### src/design/flash_host_pkg.sv
// Package with constants, commands and register map of the flash write-status host controller.
// Functional notes
// - Host polls status at an address inside the targeted sector or block.
// - Abort flag clears only by abort-reset command, power cycle or hardware reset.
// - After reset release host waits reset_high_to_read before a valid read.
// - Host sets the restart status flag for a program or erase that a hardware reset interrupted in its sequence or polling; it does not reissue it.
// - Program needs three unlock and command cycles, erase needs six.
// - Upper data byte is not decoded in command cycles but host drives valid levels.
package flash_host_pkg;
    localparam int CLK_MHZ          = 25;
    localparam int STROBE_NS        = 60;
    localparam int READ_CYCLE_NS    = 90;
    localparam int SETUP_NS         = 40;
    localparam int STROBE_CYC       = (STROBE_NS * CLK_MHZ + 999) / 1000;
    localparam int READ_CYC         = (READ_CYCLE_NS * CLK_MHZ + 999) / 1000;
    localparam int SETUP_CYC        = (SETUP_NS * CLK_MHZ + 999) / 1000;
    localparam int RESET_PULSE_NS   = 500;
    localparam int RESET_READ_NS    = 50000;
    localparam int RESET_PULSE_CYC  = (RESET_PULSE_NS * CLK_MHZ + 999) / 1000;
    localparam int RESET_READ_CYC   = (RESET_READ_NS * CLK_MHZ + 999) / 1000;
    localparam int TIMEOUT_MS       = 1000;
    localparam int TIMEOUT_CYC      = TIMEOUT_MS * CLK_MHZ * 1000;

    localparam logic [7:0] REG_CTRL   = 8'h00;
    localparam logic [7:0] REG_ADDR   = 8'h04;
    localparam logic [7:0] REG_DATA   = 8'h08;
    localparam logic [7:0] REG_STATUS = 8'h0C;
    localparam logic [7:0] REG_CFG    = 8'h10;
    localparam logic [31:0] CFG_RESET = 32'h0000_0001;

    localparam int ST_BUSY    = 0;
    localparam int ST_DONE    = 1;
    localparam int ST_ABORT   = 2;
    localparam int ST_TIMEOUT = 3;
    localparam int ST_RESTART = 4;
    localparam int ST_READY   = 5;
    localparam int ST_WP      = 6;

    localparam int BIT_TOGGLE = 6;
    localparam int BIT_ABORT  = 1;

    localparam logic [21:0] UNLOCK_ADDR1 = 22'h00_0555;
    localparam logic [21:0] UNLOCK_ADDR2 = 22'h00_02AA;
    localparam logic [15:0] UNLOCK_DAT1  = 16'h00AA;
    localparam logic [15:0] UNLOCK_DAT2  = 16'h0055;
    localparam logic [15:0] CMD_PROGRAM  = 16'h00A0;
    localparam logic [15:0] CMD_ERASE    = 16'h0080;
    localparam logic [15:0] CMD_SECTOR   = 16'h0050;
    localparam logic [15:0] CMD_BLOCK    = 16'h0030;
    localparam logic [15:0] CMD_CHIP     = 16'h0010;
    localparam logic [15:0] CMD_ABORTRST = 16'h00F0;

    typedef enum logic [2:0] {
        K_NONE  = 3'h0,
        K_PROG  = 3'h1,
        K_SECT  = 3'h2,
        K_BLOCK = 3'h3,
        K_CHIP  = 3'h4,
        K_READ  = 3'h5,
        K_HWRST = 3'h6,
        K_ABRST = 3'h7
    } op_kind_t;
endpackage : flash_host_pkg

### src/design/flash_cyc_if.sv
// Interface carrying single bus-cycle requests from the controller to the pin engine.
`timescale 1ns/1ps
interface flash_cyc_if;
    logic        req;
    logic        wr;
    logic [21:0] addr;
    logic [15:0] wdata;
    logic        ack;
    logic [15:0] rdata;
    modport ctrl (output req, output wr, output addr, output wdata, input ack, input rdata);
    modport eng  (input req, input wr, input addr, input wdata, output ack, output rdata);
endinterface : flash_cyc_if

### src/design/flash_pin_engine.sv
// Pin engine that runs one asynchronous flash read or write cycle per request.
`timescale 1ns/1ps
module flash_pin_engine
    import flash_host_pkg::*;
(
    input  wire logic   i_sys_clk,
    input  wire logic   i_rst,
    flash_cyc_if.eng    cyc,
    input  wire logic [15:0] i_dq,
    output logic [15:0] o_dq,
    output logic        o_dq_oe,
    output logic [21:0] o_addr,
    output logic        o_ce_n,
    output logic        o_we_n,
    output logic        o_oe_n
);
    typedef enum logic [1:0] {E_IDLE = 2'b00, E_SETUP = 2'b01, E_STROBE = 2'b11, E_HOLD = 2'b10} eng_state_t;
    eng_state_t  state_r;
    logic [3:0]  cnt_r;
    logic        wr_r;
    logic [15:0] dq_meta_r;
    logic [15:0] dq_sync_r;
    logic [15:0] rdata_r;
    logic        ack_r;
    // The read strobe stays low two extra cycles so the synchronised bus is settled when sampled.
    localparam logic [3:0] WR_LEN = 4'(STROBE_CYC);
    localparam logic [3:0] RD_LEN = 4'(READ_CYC + 2);
    wire cnt_end = (cnt_r == 4'h1);

    assign cyc.ack   = ack_r;
    assign cyc.rdata = rdata_r;

    always_ff @(posedge i_sys_clk) begin
        dq_meta_r <= i_dq;
        dq_sync_r <= dq_meta_r;
    end

    always_ff @(posedge i_sys_clk) begin
        if (i_rst) begin
            state_r <= E_IDLE;
            cnt_r   <= 4'h0;
            wr_r    <= 1'b0;
            ack_r   <= 1'b0;
            rdata_r <= 16'h0000;
            o_dq    <= 16'h0000;
            o_dq_oe <= 1'b0;
            o_addr  <= 22'h00_0000;
            o_ce_n  <= 1'b1;
            o_we_n  <= 1'b1;
            o_oe_n  <= 1'b1;
        end else begin
            ack_r <= 1'b0;
            unique case (state_r)
                E_IDLE: begin
                    if (cyc.req) begin
                        wr_r    <= cyc.wr;
                        o_addr  <= cyc.addr;
                        o_dq    <= cyc.wdata;
                        o_dq_oe <= cyc.wr;
                        o_ce_n  <= 1'b0;
                        cnt_r   <= 4'(SETUP_CYC);
                        state_r <= E_SETUP;
                    end
                end
                E_SETUP: begin
                    if (cnt_end) begin
                        // Output enable stays high for the whole write cycle.
                        o_we_n  <= ~wr_r;
                        o_oe_n  <= wr_r;
                        // Strobe is held well over the glitch filter width.
                        cnt_r   <= wr_r ? WR_LEN : RD_LEN;
                        state_r <= E_STROBE;
                    end else begin
                        cnt_r <= cnt_r - 4'h1;
                    end
                end
                E_STROBE: begin
                    if (cnt_end) begin
                        o_we_n  <= 1'b1;
                        o_oe_n  <= 1'b1;
                        rdata_r <= dq_sync_r;
                        state_r <= E_HOLD;
                    end else begin
                        cnt_r <= cnt_r - 4'h1;
                    end
                end
                E_HOLD: begin
                    o_ce_n  <= 1'b1;
                    o_dq_oe <= 1'b0;
                    ack_r   <= 1'b1;
                    state_r <= E_IDLE;
                end
            endcase
        end
    end
endmodule : flash_pin_engine

### src/design/flash_host_ctrl.sv
// Host controller that issues guarded program, erase and reset sequences and polls flash status.
//
// Added by the designer: the placing of the registers and the address-and-strobe port.
`timescale 1ns/1ps
module flash_host_ctrl
    import flash_host_pkg::*;
#(
    parameter int RESET_READ_CYCLES = RESET_READ_CYC,
    parameter int TIMEOUT_CYCLES    = TIMEOUT_CYC
)(
    input  wire logic        i_sys_clk,
    input  wire logic        i_rst,
    input  wire logic [7:0]  i_reg_addr,
    input  wire logic [31:0] i_reg_wdata,
    input  wire logic        i_reg_wr,
    input  wire logic        i_reg_rd,
    output logic [31:0]      o_reg_rdata,
    input  wire logic [15:0] i_dq,
    output logic [15:0]      o_dq,
    output logic             o_dq_oe,
    output logic [21:0]      o_addr,
    output logic             o_ce_n,
    output logic             o_we_n,
    output logic             o_oe_n,
    output logic             o_wp_n,
    output logic             o_hw_rst_n,
    input  wire logic        i_ready_busy_n
);
    typedef enum logic [2:0] {
        S_IDLE   = 3'b000,
        S_SEQ    = 3'b001,
        S_POLL   = 3'b011,
        S_READ   = 3'b010,
        S_RST_LO = 3'b110,
        S_RST_HI = 3'b111
    } ctrl_state_t;

    flash_cyc_if cyc ();

    ctrl_state_t  state_r;
    op_kind_t     kind_r;
    logic [21:0]  addr_r;
    logic [15:0]  data_r;
    logic [15:0]  prev_r;
    logic         first_r;
    logic         pend_r;
    logic         req_r;
    logic [2:0]   idx_r;
    logic [31:0]  tmr_r;
    logic [31:0]  cfg_r;
    logic [6:1]   sticky_r;
    logic         rdy_meta_r;
    logic         rdy_sync_r;
    logic         hw_rst_n_r;

    function automatic logic [37:0] seq_word(input op_kind_t k, input logic [2:0] i,
                                             input logic [21:0] a, input logic [15:0] d);
        logic [37:0] w;
        w = {UNLOCK_ADDR1, UNLOCK_DAT1};
        unique case (i)
            3'd0: w = {UNLOCK_ADDR1, UNLOCK_DAT1};
            3'd1: w = {UNLOCK_ADDR2, UNLOCK_DAT2};
            3'd2: w = (k == K_PROG) ? {UNLOCK_ADDR1, CMD_PROGRAM} :
                      (k == K_ABRST) ? {UNLOCK_ADDR1, CMD_ABORTRST} : {UNLOCK_ADDR1, CMD_ERASE};
            3'd3: w = (k == K_PROG) ? {a, d} : {UNLOCK_ADDR1, UNLOCK_DAT1};
            3'd4: w = {UNLOCK_ADDR2, UNLOCK_DAT2};
            default: w = (k == K_SECT) ? {a, CMD_SECTOR} :
                         (k == K_BLOCK) ? {a, CMD_BLOCK} : {UNLOCK_ADDR1, CMD_CHIP};
        endcase
        return w;
    endfunction : seq_word

    // Program is three unlock/command cycles plus data, erase six cycles, abort-reset three.
    wire [2:0] seq_last = (kind_r == K_PROG) ? 3'd3 : (kind_r == K_ABRST) ? 3'd2 : 3'd5;
    wire [37:0] cur_word = seq_word(kind_r, idx_r, addr_r, data_r);
    wire        wr_ctrl  = i_reg_wr && (i_reg_addr == REG_CTRL);
    wire        wr_stat  = i_reg_wr && (i_reg_addr == REG_STATUS);
    wire        busy     = (state_r != S_IDLE);
    wire [2:0]  go_kind  = i_reg_wdata[2:0];
    wire        go       = wr_ctrl && !busy && (go_kind != 3'(K_NONE));
    // A hardware reset request is honoured even mid-operation so a hung device can be recovered.
    wire        go_rst   = wr_ctrl && (go_kind == 3'(K_HWRST));
    wire        toggled  = cyc.rdata[BIT_TOGGLE] != prev_r[BIT_TOGGLE];
    wire        timeout  = (tmr_r == 32'(TIMEOUT_CYCLES));
    wire        seq_done = (state_r == S_SEQ) && cyc.ack && (idx_r == seq_last);
    wire        poll_ack = (state_r == S_POLL) && cyc.ack && !first_r;
    wire        poll_ok  = poll_ack && !toggled;
    // Abort needs the flag on both reads: the first data read after completion also differs.
    wire        poll_abt = poll_ack && toggled && cyc.rdata[BIT_ABORT] && prev_r[BIT_ABORT];
    wire        rst_done = (state_r == S_RST_HI) && (tmr_r == 32'(RESET_READ_CYCLES));

    wire [6:1] sticky_set;
    assign sticky_set[ST_DONE]    = poll_ok || rst_done || ((state_r == S_READ) && cyc.ack) ||
                                    (seq_done && kind_r == K_ABRST);
    assign sticky_set[ST_ABORT]   = poll_abt;
    assign sticky_set[ST_TIMEOUT] = (state_r == S_POLL) && timeout;
    assign sticky_set[ST_RESTART] = go_rst && (state_r == S_SEQ || state_r == S_POLL);
    assign sticky_set[ST_READY]   = 1'b0;
    assign sticky_set[ST_WP]      = 1'b0;

    wire [31:0] status_word = {25'h000_0000, cfg_r[0], rdy_sync_r, sticky_r[ST_RESTART],
                               sticky_r[ST_TIMEOUT], sticky_r[ST_ABORT], sticky_r[ST_DONE], busy};
    wire [31:0] rd_mux = (i_reg_addr == REG_CTRL)   ? {29'h0000_0000, kind_r} :
                         (i_reg_addr == REG_ADDR)   ? {10'h000, addr_r} :
                         (i_reg_addr == REG_DATA)   ? {16'h0000, data_r} :
                         (i_reg_addr == REG_STATUS) ? status_word :
                         (i_reg_addr == REG_CFG)    ? cfg_r : 32'h0000_0000;

    assign cyc.req   = req_r;
    assign cyc.wr    = (state_r == S_SEQ);
    assign cyc.addr  = (state_r == S_SEQ) ? cur_word[37:16] : addr_r;
    // Upper byte of command words is zero, a valid level the device ignores.
    assign cyc.wdata = cur_word[15:0];
    assign o_wp_n     = cfg_r[0];
    assign o_hw_rst_n = hw_rst_n_r;

    flash_pin_engine u_eng (
        .i_sys_clk (i_sys_clk),
        .i_rst     (i_rst),
        .cyc       (cyc.eng),
        .i_dq      (i_dq),
        .o_dq      (o_dq),
        .o_dq_oe   (o_dq_oe),
        .o_addr    (o_addr),
        .o_ce_n    (o_ce_n),
        .o_we_n    (o_we_n),
        .o_oe_n    (o_oe_n)
    );

    // Open-drain line: only its level is sampled, through two stages.
    always_ff @(posedge i_sys_clk) begin
        rdy_meta_r <= i_ready_busy_n;
        rdy_sync_r <= rdy_meta_r;
    end

    always_ff @(posedge i_sys_clk) begin
        if (i_rst) begin
            o_reg_rdata <= 32'h0000_0000;
            cfg_r       <= CFG_RESET;
            sticky_r    <= 6'h00;
        end else begin
            if (i_reg_rd) begin
                o_reg_rdata <= rd_mux;
            end
            if (i_reg_wr && i_reg_addr == REG_CFG) begin
                // Low write-protect locks the boot block while software keeps it so.
                cfg_r <= {31'h0000_0000, i_reg_wdata[0]};
            end
            // A flag raised in the clearing cycle survives the write-one clear.
            sticky_r <= (sticky_r & ~(wr_stat ? i_reg_wdata[6:1] : 6'h00)) | sticky_set;
        end
    end

    always_ff @(posedge i_sys_clk) begin
        if (i_rst) begin
            state_r    <= S_IDLE;
            kind_r     <= K_NONE;
            addr_r     <= 22'h00_0000;
            data_r     <= 16'h0000;
            prev_r     <= 16'h0000;
            first_r    <= 1'b1;
            pend_r     <= 1'b0;
            req_r      <= 1'b0;
            idx_r      <= 3'h0;
            tmr_r      <= 32'h0000_0000;
            hw_rst_n_r <= 1'b1;
        end else begin
            req_r <= 1'b0;
            if (!busy && i_reg_wr && i_reg_addr == REG_ADDR) begin
                addr_r <= i_reg_wdata[21:0];
            end
            if (!busy && i_reg_wr && i_reg_addr == REG_DATA) begin
                data_r <= i_reg_wdata[15:0];
            end
            if (go_rst) begin
                // Hold the reset pin low for the minimum pulse, aborting any operation.
                kind_r     <= K_HWRST;
                hw_rst_n_r <= pend_r && !cyc.ack;
                tmr_r      <= 32'h0000_0000;
                pend_r     <= pend_r && !cyc.ack;
                state_r    <= S_RST_LO;
            end else begin
                unique case (state_r)
                    S_IDLE: begin
                        if (go) begin
                            kind_r  <= op_kind_t'(go_kind);
                            idx_r   <= 3'h0;
                            first_r <= 1'b1;
                            tmr_r   <= 32'h0000_0000;
                            state_r <= (go_kind == 3'(K_READ)) ? S_READ : S_SEQ;
                        end
                    end
                    S_SEQ: begin
                        if (!pend_r) begin
                            req_r  <= 1'b1;
                            pend_r <= 1'b1;
                        end else if (cyc.ack) begin
                            pend_r <= 1'b0;
                            idx_r  <= idx_r + 3'h1;
                            if (seq_done) begin
                                // Status is only trusted after the last strobe of the sequence.
                                state_r <= (kind_r == K_ABRST) ? S_IDLE : S_POLL;
                            end
                        end
                    end
                    S_POLL: begin
                        tmr_r <= tmr_r + 32'h1;
                        if (!pend_r) begin
                            // Polls use the operation's own target address.
                            req_r  <= 1'b1;
                            pend_r <= 1'b1;
                        end else if (cyc.ack) begin
                            pend_r  <= 1'b0;
                            first_r <= 1'b0;
                            prev_r  <= cyc.rdata;
                            if (poll_ok) begin
                                // Two equal toggle reads mean the device is back in read mode.
                                state_r <= S_IDLE;
                            end else if (poll_abt) begin
                                // Abort flag leaves only through the abort-reset command or a hardware reset.
                                kind_r  <= K_ABRST;
                                idx_r   <= 3'h0;
                                state_r <= S_SEQ;
                            end
                        end
                        if (timeout && !cyc.ack) begin
                            pend_r  <= 1'b0;
                            state_r <= S_IDLE;
                        end
                    end
                    S_READ: begin
                        if (!pend_r) begin
                            req_r  <= 1'b1;
                            pend_r <= 1'b1;
                        end else if (cyc.ack) begin
                            pend_r  <= 1'b0;
                            data_r  <= cyc.rdata;
                            state_r <= S_IDLE;
                        end
                    end
                    S_RST_LO: begin
                        if (pend_r) begin
                            // A cycle in flight ends first, so no strobe overlaps the pulse.
                            if (cyc.ack) begin
                                pend_r     <= 1'b0;
                                hw_rst_n_r <= 1'b0;
                            end
                        end else begin
                            tmr_r <= tmr_r + 32'h1;
                            if (tmr_r == 32'(RESET_PULSE_CYC - 1)) begin
                                hw_rst_n_r <= 1'b1;
                                tmr_r      <= 32'h0000_0000;
                                state_r    <= S_RST_HI;
                            end
                        end
                    end
                    S_RST_HI: begin
                        // No access until the post-reset read delay has passed.
                        tmr_r <= tmr_r + 32'h1;
                        if (rst_done) begin
                            state_r <= S_IDLE;
                        end
                    end
                endcase
            end
        end
    end
endmodule : flash_host_ctrl

### config.mk
export PLATFORM = sky130hd
export DESIGN_NAME = flash_host_ctrl
export DESIGN_NICKNAME = d
export VERILOG_FILES = /design/src/design/flash_host_pkg.sv /design/src/design/flash_cyc_if.sv /design/src/design/flash_pin_engine.sv /design/src/design/flash_host_ctrl.sv
export SDC_FILE = /design/constraint.sdc
export NUM_CORES = 1
export LEC_CHECK = 0
export BUFFER_PORTS_ARGS = -buffer_cell sky130_fd_sc_hd__clkbuf_2
export CAP_MARGIN = 10
export CORE_ASPECT_RATIO = 0.5
export CORE_MARGIN = 10
export CORE_UTILIZATION = 30
export DETAILED_ROUTE_END_ITERATION = 16
export REMOVE_ABC_BUFFERS = 1
export SYNTH_ARGS = -nofsm -noshare
export SYNTH_HDL_FRONTEND = slang
export SYNTH_SLANG_ARGS = --single-unit
### constraint.sdc
create_clock -name i_sys_clk -period 2.05 [get_ports i_sys_clk]
set_input_delay 0.1025 -clock i_sys_clk [delete_from_list [all_inputs] [get_ports i_sys_clk]]
set_output_delay 0.1025 -clock i_sys_clk [all_outputs]
set_load 0.05 [all_outputs]
==> flow_metrics.py, run 1 <==
metrics = {
    "status": {
        "status": "completed",
    },
    "run": {
        "drv_cap": 0,
    },
    "logic_synthesis": {
        "synth_top_area_share_pct": 47.46,
        "synth.ff_latch_count": 212,
        "netlist_instances": 1047,
        "synth_edf_count": 0,
        "synth_compound_area_share_pct": 16.33,
        "synth_fa_ha_area_share_pct": 1.399,
        "synth_top_cells_by_count": "dfxtp_1 (212), nand2_1 (168), nor2_1 (110)",
        "synthMuxAreaShare_pct": 1.987,
        "synth_top_family_by_area": "simple AND/OR/NAND/NOR gates",
        "yosysWarnings": 0,
        "syn_area_mm2": 0.008942,
        "synth_cell_types": 68,
        "yosys_most_used_dff": "dfxtp_1",
        "async_reset_ff_share_pct": 0,
        "avgSynthCellArea_um2": 8.541,
        "synth.largest_area_cell": "dfxtp_1",
        "synth_area_leaders": "dfxtp_1 (47%), nand2_1 (7.1%), a21oi_1 (5.7%)",
        "synth-simple-area-share_pct": 24.86,
        "synth_most_common_cell": "dfxtp_1",
        "synth_xor_area_share_pct": 3.330,
        "ys_seq_area_share_pct": 47.46,
    },
    "worst_setup_path": {
        "critPathLaunchType": "flop",
        "worstSetupEndpointType": "flop",
        "cp.arrival_ns": 2.36,
        "crit_chain": "nor4_2 > nand3_1 > o211ai_1 > o211ai_1 > o311ai_2 > o221ai_1",
        "worst_ep_required_time_ns": 2.43,
        "r2r_end": "state_r[1]",
        "crit_start": "tmr_r[17]",
        "r2r-start": "tmr_r[17]",
        "slowest_stage": "dfxtp_1",
        "cp_max_fo": 4,
        "r2r_slack_ns": 0.07,
        "cpPeakStageDelay_ns": 0.34,
        "critPathKind": "flop to flop",
        "reg2regPathDepth": 6,
        "endpoint": "state_r[1]",
        "crit_top_cell": "o211ai_1",
    },
    "floorplanning": {
        "die_w_um": 264.2,
        "die_height_um": 142.1,
        "core-area_mm2": 0.02918,
        "io_pins": 137,
        "initial_core_util_pct": 30.65,
        "die-area_mm2": 0.03753,
        "num_rows": 44,
    },
    "pwr": {
        "p_leak_nw": 4.483,
        "clockPowerShare_pct": 40.6,
        "combPwrFrac_pct": 16.5,
        "p_int_mw": 7.327,
        "p_seq_share_pct": 42.9,
        "peakVddDrop_mv": 0.5197,
        "netSwitchingFraction_pct": 28.48,
        "power.density_mw_per_mm2": 884.4,
        "p_switching_mw": 2.918,
    },
    "sta": {
        "tightest_slew_ns": 0.6326,
        "finalMaxSlewViolations": 0,
        "hold_violations": 0,
        "worst_hold_slack_ns": 0.006210,
        "fmax_mhz": 505.0,
        "finalCritPeriodShare_pct": 96.59,
        "relSlewSlack_pct": 57.44,
        "skew_ns": 0.01071,
        "tns_ns": 0,
        "fin_crit_ns": 1.980,
        "setup_viol": 0,
    },
    "detailed_routing": {
        "routed_wl_mm": 28.10,
        "vias": 8226,
        "wl_met3_mm": 1.539,
        "avgViaCountPerCell": 5.007,
        "top_layer": "met4",
        "ant_nets": 0,
        "wire_per_inst_um": 17.10,
        "dr_wl_met2_mm": 13.49,
        "first_pass_iters": 5,
        "drcViolationCount": 0,
        "drtIter0Drc": 666,
        "wl_met1_mm": 12.25,
    },
    "cts": {
        "clkTransAtPathRegs_ns": 0.07,
        "cts_buffers": 22,
        "clockBufferDepth": 3,
        "root_buffer": "clkbuf_16",
        "cts_max_level": 1,
        "clkLatencyLatePin_ns": 0.51,
        "cts_tree": "done",
        "clock-sinks": 212,
    },
    "hold_path": {
        "hp-class": "input port to flop",
    },
    "final_layout": {
        "fin_nets": 1310,
        "instances_no_fill": 1643,
        "final_cell_area_mm2": 0.01158,
        "drive_gt1_share_pct": 22.92,
        "area_delta_synth_final_pct": 29.55,
        "antenna_cells": 0,
        "fin_util_pct": 39.70,
        "fillCellCount": 2888,
    },
    "grt": {
        "overflow": 0,
        "grt_pass1_wl_mm": 43.09,
        "grt_start_max_net_pins": 78,
        "track_usage_pct": 13.93,
        "grt_pass1_vias": 7850,
        "antenna_found_initial": 0,
    },
    "placed_design": {
        "io_buffers": 116,
        "placed_area_mm2": 0.01037,
        "dp.cells": 1568,
        "gp_congestion": 0.9413,
        "dpl.hpwl_mm": 20.39,
    },
}
sequential cells by signal, summed over array words and instances, names as in the netlist, 2 cells and up:
name / cells
addr_r: 22
data_r: 16
idx_r: 3
kind_r: 3
o_reg_rdata: 22
prev_r: 2
state_r: 3
sticky_r: 4
tmr_r: 32
u_eng.cnt_r: 4
u_eng.cyc.rdata: 16
u_eng.dq_meta_r: 16
u_eng.dq_sync_r: 16
u_eng.o_addr: 22
u_eng.o_dq: 16
u_eng.state_r: 2
critical path, delay by kind of cell (launching register included):
kind            cells  cell delay [ns]
compound gates      4             1.00
flops               1             0.34
simple gates        2             0.51
layout make-up:
class	count	area, um2	share of cell area [%]
Sequential cell	212	4245	36.65
Multi-Input combinational cell	756	4404	38.02
Inverter	15	56.30	0.4860
Clock inverter	9	108.9	0.9396
Tap cell	391	489.2	4.223
Clock buffer	28	644.4	5.562
Timing Repair Buffer	232	1637	14.13
per-stage QoR:
step	worst slack, ns	power, mW
5_1_grt	-0.01438	10.60
6_report	0.06988	10.25
3_3_place_gp	0.05403	6.059
2_1_floorplan	-0.9880	5.392
3_5_place_dp	-0.04497	6.080
4_1_cts	0.05339	10.28
cell usage in the layout, fill, tap and decap left out, drive strengths merged, types with 15 or more instances in the layout:
cell         instances
a211oi              22
a21oi              101
a311oi              19
and3                16
buf                 79
clkbuf             143
dfxtp              212
dlygate4sd3         38
inv                 15
nand2              168
nand2b              15
nand3               71
nor2               112
nor3                23
o21ai               34
xor2                26
worst min path at each step:
| stage | startpoint | endpoint | slack, ns | cells after the start |
|---|---|---|---|---|
| 6_report | i_reg_rd | o_reg_rdata[9] | 0.006 | 2 |
| 4_1_cts | i_reg_rd | o_reg_rdata[9] | 0.009 | 2 |
| 3_3_place_gp | i_dq[1] | u_eng.dq_meta_r[1] | 0.21 | 1 |
| 2_1_floorplan | i_ready_busy_n | rdy_meta_r | 0.13 | 0 |
| 3_5_place_dp | i_dq[5] | u_eng.dq_meta_r[5] | 0.21 | 1 |
| 5_1_grt | i_reg_rd | o_reg_rdata[9] | 0.03 | 2 |
logic make-up (layout without fill, tap and decap cells):
logic type | after synthesis | count (layout)
buf+inv | 88 | 284
other cells | 1 | 10
xor+xnor | 34 | 34
simple gates | 468 | 468
mux | 17 | 17
fa+ha+maj | 10 | 10
compound gates | 217 | 217
flops | 212 | 212
repair_timing:
| action | CTS | global route |
|---|---|---|
| hold buffers | 38 | 0 |
| hold endpoints to repair | 69 | 0 |
| pin swaps | 0 | 7 |
| resized for setup | 1 | 15 |
| setup buffers | 0 | 0 |
| setup endpoints to repair | 32 | 49 |
per-layer routing:
| metal | global-route usage (%) | up-vias |
|---|---|---|
| li1 | - | 4008 |
| met1 | 17.88 | 3880 |
| met2 | 23.57 | 279 |
| met3 | 2.133 | 59 |
| met4 | 4.756 | 0 |
| met5 | 0 | - |
power groups by stage:
stage	registers, mW	clock network [mW]	logic, mW
2_1_floorplan	4.70	0	0.691
3_3_place_gp	4.48	0	1.58
3_5_place_dp	4.48	0	1.60
4_1_cts	4.39	4.22	1.66
5_1_grt	4.41	4.38	1.81
6_report	4.40	4.16	1.69
No activity file was read; power rests on OpenSTA's default activity.
==> inputs of run 2 (changes only) <==
SYNTH_HIERARCHICAL = 1   (was default)
==> flow_metrics.py, run 2 <==
metrics = {
    "floorplanning": {
        "num_rows": 45,
        "io_pins": 137,
        "core-area_mm2": 0.03069,
        "initial_core_util_pct": 30.83,
        "die-area_mm2": 0.03947,
        "die_w_um": 271.1,
        "die_height_um": 145.6,
    },
    "logic_synthesis": {
        "ys_seq_area_share_pct": 44.86,
        "synth_top_cells_by_count": "dfxtp_1 (212), nand2_1 (144), nor2_1 (110)",
        "synth.largest_area_cell": "dfxtp_1",
        "synth_edf_count": 0,
        "synth_top_area_share_pct": 44.86,
        "netlist_instances": 1107,
        "synth.ff_latch_count": 212,
        "synth_cell_types": 78,
        "yosysWarnings": 6,
        "avgSynthCellArea_um2": 8.546,
        "async_reset_ff_share_pct": 0,
        "syn_area_mm2": 0.009460,
        "yosys_most_used_dff": "dfxtp_1",
        "synth_most_common_cell": "dfxtp_1",
        "synth_area_leaders": "dfxtp_1 (45%), nand2_1 (5.7%), a21oi_1 (4.9%)",
    },
    "detailed_routing": {
        "wire_per_inst_um": 17.04,
        "first_pass_iters": 5,
        "routed_wl_mm": 30.47,
        "ant_nets": 0,
        "avgViaCountPerCell": 5.062,
        "vias": 9051,
        "drtIter0Drc": 552,
        "drcViolationCount": 0,
    },
    "worst_setup_path": {
        "cpPeakStageDelay_ns": 0.51,
        "worst_ep_required_time_ns": 2.50,
        "slowest_stage": "or4_4",
        "critPathKind": "flop to flop",
        "critPathBufInv": 1,
        "critPathLaunchType": "flop",
        "crit_chain": "inv_2 > ha_4 > or4b_4 > or4_4 > nor4_4 > nor3_1 > or4_1 > nand2_1",
        "cp.arrival_ns": 2.82,
        "worstSetupEndpointType": "flop",
        "cp_max_fo": 3,
        "path_delay_family": "simple AND/OR/NAND/NOR gates",
    },
    "final_layout": {
        "layout_common_cells": "dfxtp_1 (204), nand2_1 (142), clkbuf_2 (115), buf_4 (115), nor2_1 (95)",
        "largest_reg_flops": 32,
        "drive_gt1_share_pct": 28.52,
        "multi_input_area_mm2": 0.005171,
        "layout.area.seq_mm2": 0.004254,
        "top_register": "tmr_r",
        "fin_nets": 1419,
        "fillCellCount": 2991,
        "area_delta_synth_final_pct": 36.97,
        "layout_commonest_cell": "dfxtp_1",
    },
    "pwr": {
        "p_leak_nw": 5.096,
        "power.density_mw_per_mm2": 809.6,
        "peakVddDrop_mv": 0.3864,
    },
    "sta": {
        "finalMaxSlewViolations": 0,
        "fmax_mhz": 422.4,
        "skew_ns": 0.02659,
        "fin_crit_ns": 2.368,
        "worst_hold_slack_ns": 0.04083,
        "final.setup.worst_slack_ns": -0.3176,
        "tightest_slew_ns": 0.8335,
        "relSlewSlack_pct": 44.43,
        "hold_violations": 0,
        "rsz0062_at_grt": "yes",
        "tns_ns": -2.465,
        "finalCritPeriodShare_pct": 115.5,
        "setup_viol": 34,
    },
    "grt": {
        "grt_pass1_wl_mm": 48.96,
        "grt_start_max_net_pins": 77,
        "antenna_found_initial": 1,
        "grt_pass1_vias": 9065,
        "overflow": 0,
        "track_usage_pct": 14.68,
    },
    "hold_path": {
        "hp-class": "input port to flop",
    },
    "cts": {
        "cts_max_level": 1,
        "clock-sinks": 212,
        "cts_buffers": 22,
        "clkTransAtPathRegs_ns": 0.07,
        "clkLatencyLatePin_ns": 0.53,
        "cts_tree": "done",
        "root_buffer": "clkbuf_16",
        "clockBufferDepth": 3,
    },
    "status": {
        "violations": "setup timing",
        "status": "finished with violations",
    },
    "run": {
        "drv_cap": 0,
    },
    "placed_design": {
        "io_buffers": 116,
        "gp_congestion": 0.8596,
        "dpl.hpwl_mm": 21.67,
    },
}
-- run 2: changes by cell type after synthesis, moves of 10 or more --
cell	delta
nand2_1	-24
a2bb2oi_1	+10
clkbuf_1	+13
mux2i_1	+32
xnor2_1	+14
nand3_1	-25
o21ai_0	+17
a311oi_2	-16
xor2_1	-25
-- run 2: cell type report --
| class | instances | area share [%] |
|---|---|---|
| Antenna cell | 1 | 0.01931 |
| Clock buffer | 29 | 4.761 |
| Clock inverter | 11 | 1.207 |
| Inverter | 22 | 0.6373 |
| Multi-Input combinational cell | 799 | 39.91 |
| Sequential cell | 212 | 32.83 |
| Tap cell | 423 | 4.085 |
| Timing Repair Buffer | 291 | 16.55 |
-- run 2: stage by stage --
step	cells	setup WS, ns	instance area (um2)	power (mW)	util (%)
2_1_floorplan	1032	-1.477	9090	5.432	-
3_3_place_gp	1693	-0.3753	11210	6.134	36.54
3_5_place_dp	1693	-0.4284	11210	6.161	36.54
4_1_cts	1781	-0.3208	12590	10.52	41.04
5_1_grt	1788	-0.3898	12960	10.94	42.23
6_report	1788	-0.3176	12960	10.49	42.23
-- run 2: worst register-to-register path, delay by kind of cell (launching register included) --
kind	cells	cell delay, ns
flops	1	0.32
simple gates	6	1.79
fa+ha+maj	1	0.13
buf+inv	1	0.07
-- run 2: worst paths after layout --
check	start	end	slack (ns)	cells past startpoint
worst min-delay path	i_reg_wdata[0]	kind_r[0]	0.04	4
worst max register to register	tmr_r[0]	state_r[0]	-0.32	8
worst max-delay path	tmr_r[0]	state_r[0]	-0.32	8
worst min register to register	u_eng/dq_meta_r[0]	u_eng/dq_sync_r[0]	0.32	0
-- run 2: kinds of logic (layout without fill, tap and decap cells) --
family / Yosys count / after routing / synth area share (%)
buf+inv: 106 / 353 / 5.145
mux: 45 / 45 / 5.026
xor+xnor: 23 / 23 / 2.129
other cells: 1 / 11 / 0.03964
fa+ha+maj: 10 / 10 / 1.323
compound gates: 253 / 254 / 16.90
simple gates: 457 / 457 / 24.57
flops: 212 / 212 / 44.86
-- run 2: power breakdown --
part	total, mW	switching [mW]	internal, mW
logic	1.83	1.14	0.697
clock network	4.25	1.73	2.52
registers	4.41	0.153	4.26
total	10.5	3.01	7.48
-- run 2: timing repair --
action                                  in CTS  in global routing
hold buffers                                41                  0
pin swaps                                   12                 35
gates resized for setup                     45                 79
setup buffers                                4                  8
hold endpoints to repair                    58                  0
cloned                                       4                  0
endpoints found under the setup margin      36                 58
-- run 2: layer usage --
layer	routed length (um)	track usage, %
met1	13240	17.97
met2	15010	25.66
met3	1276	2.424
met4	935	4.975
met5	0	0
==> inputs of run 3 (changes only) <==
CORE_UTILIZATION = 52   (was 30)
PLACE_DENSITY = 0.76   (was default)
==> flow_metrics.py, run 3 (synthesis gave the netlist of run 2 again) <==
metrics = {
    "final_layout": {
        "fin_util_pct": 71.80,
        "final_cell_area_mm2": 0.01264,
        "area_delta_synth_final_pct": 33.66,
        "layout_common_cells": "dfxtp_1 (204), nand2_1 (143), buf_4 (116)",
        "largest_reg_flops": 32,
        "antenna_cells": 0,
        "fin_nets": 1417,
        "layout_commonest_cell": "dfxtp_1",
        "instances_no_fill": 1594,
        "top_register": "tmr_r",
        "fillCellCount": 1349,
        "drive_gt1_share_pct": 28.60,
    },
    "placed_design": {
        "gp_congestion": 0.9057,
        "dp.cells": 1500,
        "dpl.hpwl_mm": 19.22,
        "placed_area_mm2": 0.01095,
        "io_buffers": 116,
    },
    "worst_setup_path": {
        "r2r_end": "state_r[0]",
        "cp.arrival_ns": 2.82,
        "worstSetupEndpointType": "flop",
        "r2r_slack_ns": -0.33,
        "worst_ep_required_time_ns": 2.49,
        "cpPeakStageDelay_ns": 0.50,
        "path_depth": 9,
        "path_delay_family": "simple AND/OR/NAND/NOR gates",
        "r2r-start": "tmr_r[0]",
        "slowest_stage": "or4_4",
        "cp_max_fo": 2,
        "critPathBufInv": 2,
        "critPathLaunchType": "flop",
        "reg2regPathDepth": 9,
        "critPathKind": "flop to flop",
        "crit_chain": "inv_2 > ha_4 > or4b_4 > or4_4 > nor4_4 > buf_4 > nor3_2 > or4_1 > nand2_1",
    },
    "detailed_routing": {
        "ant_nets": 0,
        "wl_met1_mm": 11.87,
        "dr_wl_met2_mm": 14.53,
        "vias": 9291,
        "first_pass_iters": 7,
        "avgViaCountPerCell": 5.829,
        "wl_met3_mm": 2.285,
        "drcViolationCount": 0,
        "top_layer": "met4",
        "wire_per_inst_um": 18.50,
        "drtIter0Drc": 791,
        "routed_wl_mm": 29.49,
    },
    "hold_path": {
        "hp-start": "i_reg_wdata[0]",
        "whs_path_depth": 4,
        "hp-class": "input port to flop",
        "min_delay_worst_endpoint": "addr_r[0]",
    },
    "grt": {
        "grt_start_max_net_pins": 141,
        "grt_pass1_wl_mm": 46.48,
        "antenna_found_initial": 0,
        "track_usage_pct": 22.97,
        "grt_pass1_vias": 9117,
        "overflow": 0,
    },
    "cts": {
        "clockBufferDepth": 3,
        "cts_max_level": 1,
        "cts_tree": "done",
        "cts_buffers": 20,
        "clkTransAtPathRegs_ns": 0.07,
        "root_buffer": "clkbuf_16",
        "clock-sinks": 212,
        "clkLatencyLatePin_ns": 0.52,
    },
    "sta": {
        "relSlewSlack_pct": 53.76,
        "skew_ns": 0.02927,
        "tns_ns": -6.226,
        "setup_viol": 36,
        "fin_crit_ns": 2.377,
        "tightest_slew_ns": 0.6937,
        "final.setup.worst_slack_ns": -0.3265,
        "hold_violations": 0,
        "finalCritPeriodShare_pct": 115.9,
        "finalMaxSlewViolations": 0,
        "fmax_mhz": 420.8,
        "rsz0062_at_grt": "yes",
    },
    "run": {
        "drv_cap": 0,
    },
    "status": {
        "status": "finished with violations",
        "violations": "setup timing",
    },
    "floorplanning": {
        "initial_core_util_pct": 53.72,
        "num_rows": 34,
        "die_height_um": 115.4,
        "die_w_um": 210.8,
        "die-area_mm2": 0.02432,
        "io_pins": 137,
        "core-area_mm2": 0.01761,
    },
    "pwr": {
        "p_leak_nw": 5.006,
        "power.density_mw_per_mm2": 800.9,
        "design_power_total_mw": 10.13,
        "peakVddDrop_mv": 0.5626,
    },
}
## run 3: cell count changes in the layout (fill, tap and decap cells not counted), moves of 3 or more
cell and delta:
o21ai_0 +3, nor2_2 +3, nor2_4 +4, nor2_1 -7
## run 3: per-layer routing
metal / vias up / GRT usage (%)
met5: - / 0.1916
met4: 0 / 7.239
met3: 83 / 4.699
met2: 386 / 40.15
met1: 4427 / 28.10
li1: 4395 / -
## run 3: worst max-delay path by stage
stage | slack [ns] | endpoint | startpoint
6_report | -0.33 | state_r[0] | tmr_r[0]
5_1_grt | -0.45 | state_r[0] | tmr_r[0]
4_1_cts | -0.30 | state_r[0] | tmr_r[0]
3_5_place_dp | -0.38 | tmr_r[11] | i_reg_addr[0]
3_3_place_gp | -0.34 | state_r[0] | tmr_r[0]
2_1_floorplan | -1.48 | addr_r[0] | i_reg_addr[0]
## run 3: report_power, final
part	switching, mW	total, mW	internal, mW
sequential	0.136	4.39	4.26
clock	1.63	3.90	2.27
combinational	1.16	1.83	0.678
## run 3: tightest hold or removal path, stage by stage
cell and delay [ns]:
clkbuf_2 0.09, buf_4 0.15, mux2i_1 0.08, nor2_1 0.08
## run 3: area by class of cell
type | instances | area (um2) | share of cell area (%)
Tap cell | 234 | 292.8 | 2.315
Timing Repair Buffer | 291 | 2135 | 16.88
Clock inverter | 11 | 147.6 | 1.168
Sequential cell | 212 | 4254 | 33.64
Multi-Input combinational cell | 799 | 5194 | 41.07
Inverter | 22 | 82.58 | 0.6531
Clock buffer | 25 | 539.3 | 4.265
## run 3: what timing repair did
| item | 4_1_cts | 5_1_grt |
|---|---|---|
| setup buffers | 8 | 8 |
| gates cloned | 2 | 3 |
| hold buffers | 40 | 0 |
| pin swaps | 16 | 36 |
| hold endpoints to repair | 56 | 0 |
| setup endpoints to repair | 64 | 65 |
| gates resized for setup | 42 | 87 |
## run 3: stage by stage
stage	hold WS, ns	setup slack (ns)
2_1_floorplan	0.1302	-1.477
3_5_place_dp	0.2070	-0.3769
3_3_place_gp	0.2065	-0.3437
5_1_grt	0.03975	-0.4528
6_report	0.02235	-0.3265
4_1_cts	0.01176	-0.3002
